$ cat src/common/dpio_pkg.sv
// Constants, field layouts and carrier types for the dual I/O port block
package dpio_pkg;

  // ****************************************
  // Special-function register addresses
  // ****************************************
  localparam logic [7:0] ADDR_PORT1      = 8'h90;
  localparam logic [7:0] ADDR_PORT1_DIRL = 8'hae;
  localparam logic [7:0] ADDR_PORT1_DIRH = 8'haf;
  localparam logic [7:0] ADDR_PORT3      = 8'hb0;
  localparam logic [7:0] ADDR_PORT3_DIRL = 8'hb3;
  localparam logic [7:0] ADDR_PORT3_DIRH = 8'hb4;
  localparam logic [7:0] ADDR_ALT_SEL    = 8'hf2;

  // ****************************************
  // Reset values
  // ****************************************
  localparam logic [7:0] RST_LATCH = 8'hff;
  localparam logic [7:0] RST_DIR   = 8'h00;
  localparam logic [7:0] RST_ALT   = 8'h00;
  localparam logic [7:0] RD_UNMAP  = 8'h00;

  // ****************************************
  // Field positions
  // ****************************************
  localparam int MODE_W       = 2;
  localparam int TMR_CNT0_BIT = 1;
  localparam int TMR_CNT1_BIT = 2;
  localparam int ALT_SEL_LSB  = 0;
  localparam int ALT_SEL_W    = 2;

  // Pin indices in the joined 16-bit view {port3, port1}
  localparam int PIN_STRAP    = 0;
  localparam int PIN_DOUT     = 2;
  localparam int PIN_IRQ2     = 4;
  localparam int PIN_IRQ3     = 5;
  localparam int PIN_IRQ4     = 6;
  localparam int PIN_IRQ5     = 7;
  localparam int PIN_RXD      = 8;
  localparam int PIN_TXD      = 9;
  localparam int PIN_IRQ0     = 10;
  localparam int PIN_IRQ1     = 11;
  localparam int PIN_TMR0_CLK = 12;
  localparam int PIN_TMR1_CLK = 13;
  localparam int PIN_CLK_OUT  = 14;

  typedef enum logic [1:0] {
    MODE_QUASI = 2'h0,
    MODE_INPUT = 2'h1,
    MODE_PUSH  = 2'h2,
    MODE_OPEN  = 2'h3
  } dpio_mode_t;

  // ****************************************
  // Carriers
  // ****************************************
  typedef struct packed {
    logic       wr;
    logic       rd;
    logic [7:0] addr;
    logic [7:0] wdata;
  } dpio_sfr_req_t;

  typedef struct packed {
    logic [7:0] out;
    logic [7:0] oe;
    logic [7:0] pu;
  } dpio_pad_t;

endpackage

$ cat src/logic/dpio_port.sv
// Two 8-bit configurable I/O ports with alternate-function routing
`timescale 1ns/100ps
// Function
// - Eight bits each drivable low, high, readable
// - Port read reflects alternate function state
// - Pull-up on in default quasi mode
// - Pull-up off for push, open-drain, input
// - Quasi mode weak high, strong low, readable
// - Pin 1.4 rising interrupt or slave select
// - Pin 1.5 falling edge interrupt three
// - Pin 1.6 rising edge interrupt four
// - Pin 1.7 falling interrupt or serial clock
// - Pins 3.0/3.1 carry USART receive/transmit
// - Pins 3.2/3.3 level or falling interrupts
// - Pins 3.4/3.5 clock timers when selected
// - Pin 3.6 function chosen by selector register
module dpio_port import dpio_pkg::*; (
  // Clock and reset
  input  wire logic          clk,
  input  wire logic          srst,
  // Special-function register access
  input  wire dpio_sfr_req_t sfr_req,
  output logic [7:0]         sfr_rdata_q,
  // Pads
  input  wire logic [7:0]    port1_pin_in,
  input  wire logic [7:0]    port3_pin_in,
  output dpio_pad_t          port1_pad_q,
  output dpio_pad_t          port3_pad_q,
  // Peripheral side
  input  wire logic          spi_active,
  input  wire logic          i2c_active,
  input  wire logic          spi_dout,
  input  wire logic          serial_clk_drive,
  input  wire logic          serial_clk_out,
  input  wire logic          usart_transmit_line,
  input  wire logic [2:0]    clk_pin_src,
  input  wire logic [7:0]    timer_mode_reg,
  input  wire logic [1:0]    ext_irq_level_mode,
  output logic [5:0]         ext_irq_q,
  output logic               spi_slave_sel_n_q,
  output logic               serial_clk_in_q,
  output logic               usart_receive_line_q,
  output logic               timer0_ext_clock_q,
  output logic               timer1_ext_clock_q,
  output logic               serial_program_strap_q
);

  // ****************************************
  // Registers
  // ****************************************
  logic [15:0] latch_q;
  logic [15:0] dir_low_q;
  logic [15:0] dir_high_q;
  logic [7:0]  alt_sel_q;
  logic [15:0] pin_q;
  logic [15:0] pin_prev_q;
  logic [15:0] val_d;
  dpio_mode_t  mode [16];
  logic [15:0] alt_val;
  logic [15:0] oe_d;
  logic [15:0] pu_d;
  logic [1:0]  clk_sel;

  assign clk_sel = alt_sel_q[ALT_SEL_LSB +: ALT_SEL_W];

  always_ff @(posedge clk) begin
    if (srst) begin
      latch_q    <= {RST_LATCH, RST_LATCH};
      dir_low_q  <= {RST_DIR, RST_DIR};
      dir_high_q <= {RST_DIR, RST_DIR};
      alt_sel_q  <= RST_ALT;
    end else if (sfr_req.wr) begin
      unique case (sfr_req.addr)
        ADDR_PORT1:      latch_q[7:0]     <= sfr_req.wdata;
        ADDR_PORT3:      latch_q[15:8]    <= sfr_req.wdata;
        ADDR_PORT1_DIRL: dir_low_q[7:0]   <= sfr_req.wdata;
        ADDR_PORT1_DIRH: dir_high_q[7:0]  <= sfr_req.wdata;
        ADDR_PORT3_DIRL: dir_low_q[15:8]  <= sfr_req.wdata;
        ADDR_PORT3_DIRH: dir_high_q[15:8] <= sfr_req.wdata;
        ADDR_ALT_SEL:    alt_sel_q        <= sfr_req.wdata;
        default: ;
      endcase
    end
  end

  // ****************************************
  // Read path
  // ****************************************
  // Port reads return the pin, so an alternate function shows through
  always_ff @(posedge clk) begin
    if (srst) begin
      sfr_rdata_q <= RD_UNMAP;
    end else if (sfr_req.rd) begin
      unique case (sfr_req.addr)
        ADDR_PORT1:      sfr_rdata_q <= pin_q[7:0];
        ADDR_PORT3:      sfr_rdata_q <= pin_q[15:8];
        ADDR_PORT1_DIRL: sfr_rdata_q <= dir_low_q[7:0];
        ADDR_PORT1_DIRH: sfr_rdata_q <= dir_high_q[7:0];
        ADDR_PORT3_DIRL: sfr_rdata_q <= dir_low_q[15:8];
        ADDR_PORT3_DIRH: sfr_rdata_q <= dir_high_q[15:8];
        ADDR_ALT_SEL:    sfr_rdata_q <= alt_sel_q;
        default:         sfr_rdata_q <= RD_UNMAP;
      endcase
    end
  end

  // ****************************************
  // Alternate outputs
  // ****************************************
  // Undriven alternates sit at one so the latch alone decides
  always_comb begin
    alt_val              = 16'hffff;
    alt_val[PIN_DOUT]    = spi_active ? spi_dout : 1'b1;
    alt_val[PIN_IRQ5]    = ((spi_active || i2c_active) && serial_clk_drive) ? serial_clk_out : 1'b1;
    alt_val[PIN_TXD]     = usart_transmit_line;
    alt_val[PIN_CLK_OUT] = (clk_sel == 2'h0) ? 1'b1 : clk_pin_src[clk_sel - 2'h1];
  end

  // ****************************************
  // Per-pin drive
  // ****************************************
  for (genvar b = 0; b < 16; b++) begin : g_pin
    localparam int F = (b % 4) * MODE_W;
    logic oe_b;
    logic pu_b;
    assign mode[b]  = dpio_mode_t'((b % 8) < 4 ? dir_low_q[(b / 8) * 8 + F +: MODE_W]
                                               : dir_high_q[(b / 8) * 8 + F +: MODE_W]);
    assign val_d[b] = latch_q[b] & alt_val[b];
    always_comb begin
      unique case (mode[b])
        MODE_QUASI: begin
          oe_b = ~val_d[b];
          pu_b = 1'b1;
        end
        MODE_INPUT: begin
          oe_b = 1'b0;
          pu_b = 1'b0;
        end
        MODE_PUSH: begin
          oe_b = 1'b1;
          pu_b = 1'b0;
        end
        MODE_OPEN: begin
          oe_b = ~val_d[b];
          pu_b = 1'b0;
        end
      endcase
    end
    // One process per bit, so the shared vectors take plain assigns
    assign oe_d[b] = oe_b;
    assign pu_d[b] = pu_b;
  end

  always_ff @(posedge clk) begin
    if (srst) begin
      port1_pad_q <= '{out: RST_LATCH, oe: 8'h00, pu: 8'hff};
      port3_pad_q <= '{out: RST_LATCH, oe: 8'h00, pu: 8'hff};
    end else begin
      port1_pad_q <= '{out: val_d[7:0], oe: oe_d[7:0], pu: pu_d[7:0]};
      port3_pad_q <= '{out: val_d[15:8], oe: oe_d[15:8], pu: pu_d[15:8]};
    end
  end

  // ****************************************
  // Input sampling and alternate inputs
  // ****************************************
  always_ff @(posedge clk) begin
    if (srst) begin
      pin_q      <= 16'hffff;
      pin_prev_q <= 16'hffff;
    end else begin
      pin_q      <= {port3_pin_in, port1_pin_in};
      pin_prev_q <= pin_q;
    end
  end

  // Strap sampled through every reset cycle; last one before release sticks
  always_ff @(posedge clk) begin
    if (srst) begin
      serial_program_strap_q <= ~port1_pin_in[PIN_STRAP];
    end
  end

  always_ff @(posedge clk) begin
    if (srst) begin
      ext_irq_q <= 6'h00;
    end else begin
      ext_irq_q[0] <= ext_irq_level_mode[0] ? ~pin_q[PIN_IRQ0]
                                            : pin_prev_q[PIN_IRQ0] & ~pin_q[PIN_IRQ0];
      ext_irq_q[1] <= ext_irq_level_mode[1] ? ~pin_q[PIN_IRQ1]
                                            : pin_prev_q[PIN_IRQ1] & ~pin_q[PIN_IRQ1];
      ext_irq_q[2] <= ~spi_active & ~pin_prev_q[PIN_IRQ2] & pin_q[PIN_IRQ2];
      ext_irq_q[3] <= pin_prev_q[PIN_IRQ3] & ~pin_q[PIN_IRQ3];
      ext_irq_q[4] <= ~pin_prev_q[PIN_IRQ4] & pin_q[PIN_IRQ4];
      ext_irq_q[5] <= ~(spi_active | i2c_active) & pin_prev_q[PIN_IRQ5] & ~pin_q[PIN_IRQ5];
    end
  end

  always_ff @(posedge clk) begin
    if (srst) begin
      spi_slave_sel_n_q    <= 1'b1;
      serial_clk_in_q      <= 1'b1;
      usart_receive_line_q <= 1'b1;
      timer0_ext_clock_q   <= 1'b0;
      timer1_ext_clock_q   <= 1'b0;
    end else begin
      spi_slave_sel_n_q    <= spi_active ? pin_q[PIN_IRQ2] : 1'b1;
      serial_clk_in_q      <= (spi_active | i2c_active) ? pin_q[PIN_IRQ5] : 1'b1;
      usart_receive_line_q <= pin_q[PIN_RXD];
      timer0_ext_clock_q   <= timer_mode_reg[TMR_CNT0_BIT] & pin_q[PIN_TMR0_CLK];
      timer1_ext_clock_q   <= timer_mode_reg[TMR_CNT1_BIT] & pin_q[PIN_TMR1_CLK];
    end
  end
endmodule

$ cat config.mk
export PLATFORM = sky130hd
export DESIGN_NAME = dpio_port
export DESIGN_NICKNAME = d
export VERILOG_FILES = /design/src/common/dpio_pkg.sv /design/src/logic/dpio_port.sv
export SDC_FILE = /design/constraint.sdc
export NUM_CORES = 1
export LEC_CHECK = 0
export ABC_AREA = 1
export BUFFER_PORTS_ARGS = -buffer_cell sky130_fd_sc_hd__buf_2
export CORE_MARGIN = 4
export CORE_UTILIZATION = 35
export CTS_BUF_LIST = sky130_fd_sc_hd__clkbuf_8
export CTS_CLUSTER_DIAMETER = 40
export DETAILED_ROUTE_END_ITERATION = 16
export GPL_ROUTABILITY_DRIVEN = 0
export GPL_TIMING_DRIVEN = 0
export REMOVE_ABC_BUFFERS = 1
export SLEW_MARGIN = 20
export SYNTH_ARGS = -nofsm -noshare
export SYNTH_HDL_FRONTEND = slang
export SYNTH_SLANG_ARGS = --single-unit
$ cat constraint.sdc
create_clock -name clk -period 3.2 [get_ports clk]
set_input_delay 0.96 -clock clk [delete_from_list [all_inputs] [get_ports clk]]
set_output_delay 0.96 -clock clk [all_outputs]
set_load 0.01 [all_outputs]
==> results.json, run 1 <==
{
  "grt_pass1_vias": 4669,
  "fp.dieH_um": 139,
  "synth_cells": 701,
  "status": "finished, final reports clean",
  "drtAntennaViolNets": 0,
  "holdBufCountCts": 0,
  "wl_met3_um": 843,
  "maxCapViolations": 0,
  "ios": 123,
  "yosysSeqAreaShare": 0.490,
  "drt-total-wl_um": 14400,
  "p_leak_nw": 3.17,
  "start_kind": "input port",
  "cp.required_ns": 3.53,
  "clk_latency_ns": 0.45,
  "coreArea_mm2": 0.0166,
  "cts_inserted_buffers": 17,
  "worst_slew_pin_slew_ns": 0.733,
  "syn_area_mm2": 0.00598,
  "timing.slew.headroom": 0.512,
  "ys_seq_elements": 146,
  "dp.cells": 1011,
  "final_net_count": 914,
  "slew_violations": 0,
  "dr.pass1.iters": 5,
  "dp_hpwl_um": 9980,
  "peakVddDrop_mv": 0.238,
  "hold_viol_final": 0,
  "diodes": 0,
  "setup_viol": 0,
  "layout_common_cells": "145 x dfxtp_1, 115 x buf_2, 104 x nand2_1",
  "path_class": "input port to flop",
  "yosysWarnings": 0,
  "postCtsSetupBuffers": 0,
  "grt_pass1_wl_um": 23800,
  "area_growth_pct": 18.0,
  "layout_commonest_cell": "dfxtp_1",
  "fin_cells": 1043,
  "layout_min_cycle_time_ns": 1.94,
  "crit_arrival_ns": 2.26,
  "hold_class": "flop to flop",
  "fmaxAchievable_mhz": 516,
  "grt_overflow": 0,
  "cts_tree": "built",
  "drcViolationCount": 0,
  "port_buffers": 116,
  "nFillCells": 1705,
  "cts.htree.levels": 4,
  "drt_first_iter_violations": 266,
  "antenna_found_initial": 0,
  "rsz0062_at_grt": "false",
  "routed.top_layer": "met4",
  "p_per_area_mw_per_mm2": 470,
  "cts_resized": 0,
  "period_share": 0.606,
  "dieArea_mm2": 0.0192,
  "dieWidth_um": 139,
  "grt_util_all_layers": 0.153,
  "cts.clk_slew.worst_paths_ns": 0.07,
  "initial_core_util": 0.359,
  "drive_gt1_frac": 0.254,
  "synth_cell_types": 25,
  "num_vias": 4637,
  "utilization": 0.424,
  "grt_max_degree": 78,
  "cts_sinks": 146,
  "fin_skew_ns": 0.0125,
  "avgSynthCellArea_um2": 8.53,
  "wl_met1_um": 6940,
  "wl_met2_um": 6410,
  "end_kind": "flop",
  "clockBufferDepth": 2,
  "viasPerCell": 4.45,
  "num_rows": 47,
  "avgRoutedWirePerCell_um": 13.8,
  "critPathMaxFanout": 27,
  "cts_root_buf": "clkbuf_8"
}
## critical path, cell delays in order
cell,delay (ns)
buf_2,0.11
inv_2,0.06
nand2_4,0.09
nor2_8,0.36
nand3_2,0.37
o21ai_0,0.26
a21oi_1,0.05
## registers in the layout (all words and copies together), names as in the netlist
name                    count
dir_low_q                  16
timer1_ext_clock_q          1
pin_q                      16
pin_prev_q                  7
port3_pad_q                24
port1_pad_q                24
serial_clk_in_q             1
alt_sel_q                   8
dir_high_q                 16
ext_irq_q                   6
latch_q                    16
spi_slave_sel_n_q           1
timer0_ext_clock_q          1
serial_program_strap_q      1
sfr_rdata_q                 8
## stage by stage
stage / total power [W] / cell area [um2] / setup slack, ns / TNS (ns) / hold slack (ns)
floorplan: 0.00198 / 5850 / 0.886 / 0 / 0.372
global placement: 0.00207 / 6710 / -0.697 / -46.69 / 0.381
detailed placement: 0.00207 / 6710 / 0.781 / 0 / 0.385
CTS: 0.00337 / 7060 / 1.23 / 0 / 0.395
global route: 0.00346 / 7060 / 1.08 / 0 / 0.412
finish: 0.00332 / 7060 / 1.26 / 0 / 0.393
## Yosys cell counts
library cell / count / area (um2)
nand3_2: 6 / 60.1
o21ai_1: 10 / 50.1
dfxtp_1: 145 / 2900
buf_4: 3 / 22.5
ha_1: 49 / 613
nand2_4: 2 / 22.5
nand3_1: 53 / 265
nand2_1: 104 / 390
inv_2: 6 / 22.5
or2_2: 34 / 213
buf_2: 6 / 30.0
o21ai_0: 33 / 165
a21oi_1: 52 / 260
nor2_8: 3 / 60.1
nand2_2: 3 / 18.8
nor2_4: 7 / 78.8
inv_1: 75 / 282
nor3_1: 17 / 85.1
nor2_1: 61 / 229
buf_6: 2 / 22.5
clkbuf_1: 15 / 56.3
edfxtp_1: 1 / 30.0
o211ai_1: 12 / 90.1
nor4_1: 1 / 6.26
a31oi_1: 1 / 6.26
## area by class of cell
class / count / area, um2 / share of cell area
Clock buffer: 19 / 262 / 0.0370
Clock inverter: 13 / 86.3 / 0.0122
Inverter: 81 / 307 / 0.0434
Multi-Input combinational cell: 448 / 2610 / 0.370
Sequential cell: 146 / 2930 / 0.415
Tap cell: 220 / 275 / 0.0390
Timing Repair Buffer: 116 / 583 / 0.0826
## layer usage
metal  vias to the layer above  track usage
met4                         0       0.0546
met3                        16       0.0503
met1                      2050        0.200
met2                       100        0.239
met5                         -            0
li1                       2471            -
## worst paths after layout
path / start / cells after the start / to / slack, ns
worst max register to register: alt_sel_q[0]$_SDFFE_PP0P_ / 9 / port3_pad_q[14]$_SDFF_PP0_ / 1.78
worst min-delay path: pin_prev_q[4]$_SDFF_PP1_ / 1 / ext_irq_q[2]$_SDFF_PP0_ / 0.39
worst min register to register: pin_prev_q[4]$_SDFF_PP1_ / 1 / ext_irq_q[2]$_SDFF_PP0_ / 0.39
worst max-delay path: sfr_req[14] / 7 / dir_low_q[8]$_SDFFE_PP0P_ / 1.26
## logic make-up (layout without fill, tap and decap cells)
group / count (synthesis) / after routing / share of synthesized area
and+or+nand+nor: 291 / 291 / 0.239
AOI/OAI and AO/OA: 108 / 108 / 0.0956
buffers and inverters: 107 / 229 / 0.0728
DFF: 146 / 146 / 0.490
adders and majority gates: 49 / 49 / 0.102
## where the power goes
group | internal (W) | switching (W) | leakage (nW)
Combinational | 0.0000568 | 0.000115 | 1.81
Clock | 0.000573 | 0.000722 | 0.176
Sequential | 0.00184 | 0.00000788 | 1.19
No activity file was read; power rests on OpenSTA's default activity.
==> inputs of run 2 (changes only) <==
==> constraint.sdc (replaced) <==
create_clock -name clk -period 1.6 [get_ports clk]
set_input_delay 0.48 -clock clk [delete_from_list [all_inputs] [get_ports clk]]
set_output_delay 0.48 -clock clk [all_outputs]
set_load 0.01 [all_outputs]
==> run 2 against run 1 <==
Via count rose by 1.6%. Power rose by 100%. Critical path depth rose by 2. Setup slack got worse by 1.1 ns. Combinational power rose by 100%. Sequential share of layout area fell by 0.081 points. Register-to-register slack got worse by 1.6 ns. Count of clock-buffer cells in the layout did not move. Cell area rose by 0.19%. Non-clock buffer count did not move. Final cell count barely moved. Die area did not move. Critical path type unchanged.
==> results.json, run 2 (synthesis results as in run 1) <==
{
  "timing.slew.headroom": 0.549,
  "grt_max_degree": 78,
  "layout_common_cells": "145 x dfxtp_1, 115 x buf_2, 104 x nand2_1",
  "crit_end": "latch_q[7]$_SDFFE_PP1P_",
  "p_leak_nw": 3.17,
  "fp.dieH_um": 139,
  "end_kind": "flop",
  "coreArea_mm2": 0.0166,
  "viasPerCell": 4.51,
  "layout_commonest_cell": "dfxtp_1",
  "cts.htree.levels": 4,
  "top_regs": "port1_pad_q x24, port3_pad_q x24",
  "grt_pass1_vias": 4669,
  "peakVddDrop_mv": 0.480,
  "initial_core_util": 0.359,
  "diodes": 0,
  "clockBufferDepth": 2,
  "drcViolationCount": 0,
  "final_cell_area_mm2": 0.00707,
  "port_buffers": 116,
  "p_per_area_mw_per_mm2": 939,
  "drtAntennaViolNets": 0,
  "area_growth_pct": 18.2,
  "holdBufCountCts": 0,
  "cp.required_ns": 1.92,
  "place_area_mm2": 0.00671,
  "layout_min_cycle_time_ns": 1.45,
  "avgRoutedWirePerCell_um": 14.1,
  "rsz0062_at_grt": "false",
  "grt_util_all_layers": 0.153,
  "rr_worst_depth": 9,
  "hold_class": "input port to flop",
  "dr.pass1.iters": 5,
  "place_worst_setup_slack_ns": -0.339,
  "nFillCells": 1702,
  "drive_gt1_frac": 0.255,
  "worst_slew_pin_slew_ns": 0.676,
  "fmaxAchievable_mhz": 689,
  "antenna_found_initial": 0,
  "path_class": "input port to flop",
  "drt_first_iter_violations": 246,
  "cts_tree": "built",
  "fin_setup_tns_ns": 0,
  "grt_pass1_wl_um": 23800,
  "cts.clk_slew.worst_paths_ns": 0.08,
  "dieWidth_um": 139,
  "totalPowerFinal_w": 0.00664,
  "cts_root_buf": "clkbuf_8",
  "r2r-end": "port3_pad_q[14]$_SDFF_PP0_",
  "cts_sinks": 146,
  "dp_hpwl_um": 9980,
  "r2r_slack_ns": 0.19,
  "cts_inserted_buffers": 17,
  "drt-total-wl_um": 14700,
  "hold_viol_final": 0,
  "r2r-start": "alt_sel_q[0]$_SDFFE_PP0P_",
  "num_vias": 4710,
  "final_net_count": 915,
  "period_share": 0.907,
  "postCtsSetupBuffers": 0,
  "start_kind": "input port",
  "ios": 123,
  "slew_violations": 0,
  "grt_overflow": 0,
  "maxCapViolations": 0,
  "num_rows": 47,
  "status": "finished, final reports clean",
  "fin_ws_ns": 0.149,
  "dieArea_mm2": 0.0192,
  "clk_latency_ns": 0.45,
  "hold_slack_ns": 0.207,
  "critPathMaxFanout": 15,
  "crit_start": "sfr_req[10]",
  "crit_arrival_ns": 1.77,
  "setup_viol": 0,
  "fin_skew_ns": 0.0123
}
run 2: changes by cell type in the layout (fill, tap and decap cells not counted), sizes merged:
cell / before / now
nor2: 71 / 72
run 2: final cells by class:
type	count	area, um2	area share
clock buffers	19	262	0.0370
well taps	220	275	0.0389
inverters	81	309	0.0437
multi-input cells	449	2630	0.371
flip-flops and latches	146	2930	0.415
clock inverters	13	86.3	0.0122
repair buffers	116	583	0.0824
run 2: through the flow:
stage,cells,utilization
after global routing,1044,0.425
after CTS,1043,0.424
after detailed placement,1011,0.403
after global placement,1011,0.403
after floorplan,675,-
final,1044,0.425
run 2: how the worst min path moves through the flow:
stage               cells past startpoint                     start  slack, ns                       to
detailed placement                      1  pin_prev_q[4]$_SDFF_PP1_       0.39  ext_irq_q[2]$_SDFF_PP0_
global route                            2           port3_pin_in[5]       0.18     pin_q[13]$_SDFF_PP1_
floorplan                               1  pin_prev_q[4]$_SDFF_PP1_       0.37  ext_irq_q[2]$_SDFF_PP0_
finish                                  2           port3_pin_in[2]       0.21     pin_q[10]$_SDFF_PP1_
global placement                        1  pin_prev_q[4]$_SDFF_PP1_       0.38  ext_irq_q[2]$_SDFF_PP0_
CTS                                     2           port3_pin_in[4]       0.18     pin_q[12]$_SDFF_PP1_
run 2: repair_timing:
| item | 4_1_cts | 5_1_grt |
|---|---|---|
| endpoints found under the setup margin | 0 | 6 |
| resized for setup | 0 | 1 |
| endpoints found under the hold margin | 0 | 0 |
run 2: worst max-delay path: stages:
cell and delay (ns):
buf_2 0.11, inv_1 0.06, nand2_2 0.14, nor2_8 0.22
nand2_4 0.14, nor2_4 0.36, inv_1 0.11, nand2_1 0.08
nand3_1 0.06
run 2: routing by layer:
metal  global-route usage  wire length (um)
met1                0.200              6960
met2                0.239              6480
met3               0.0503               940
met4               0.0546               291
met5                    0                 0
run 2: where the power goes:
group          internal, W  switching (W)
Clock              0.00115        0.00144
Combinational     0.000114       0.000235
Sequential         0.00369      0.0000158
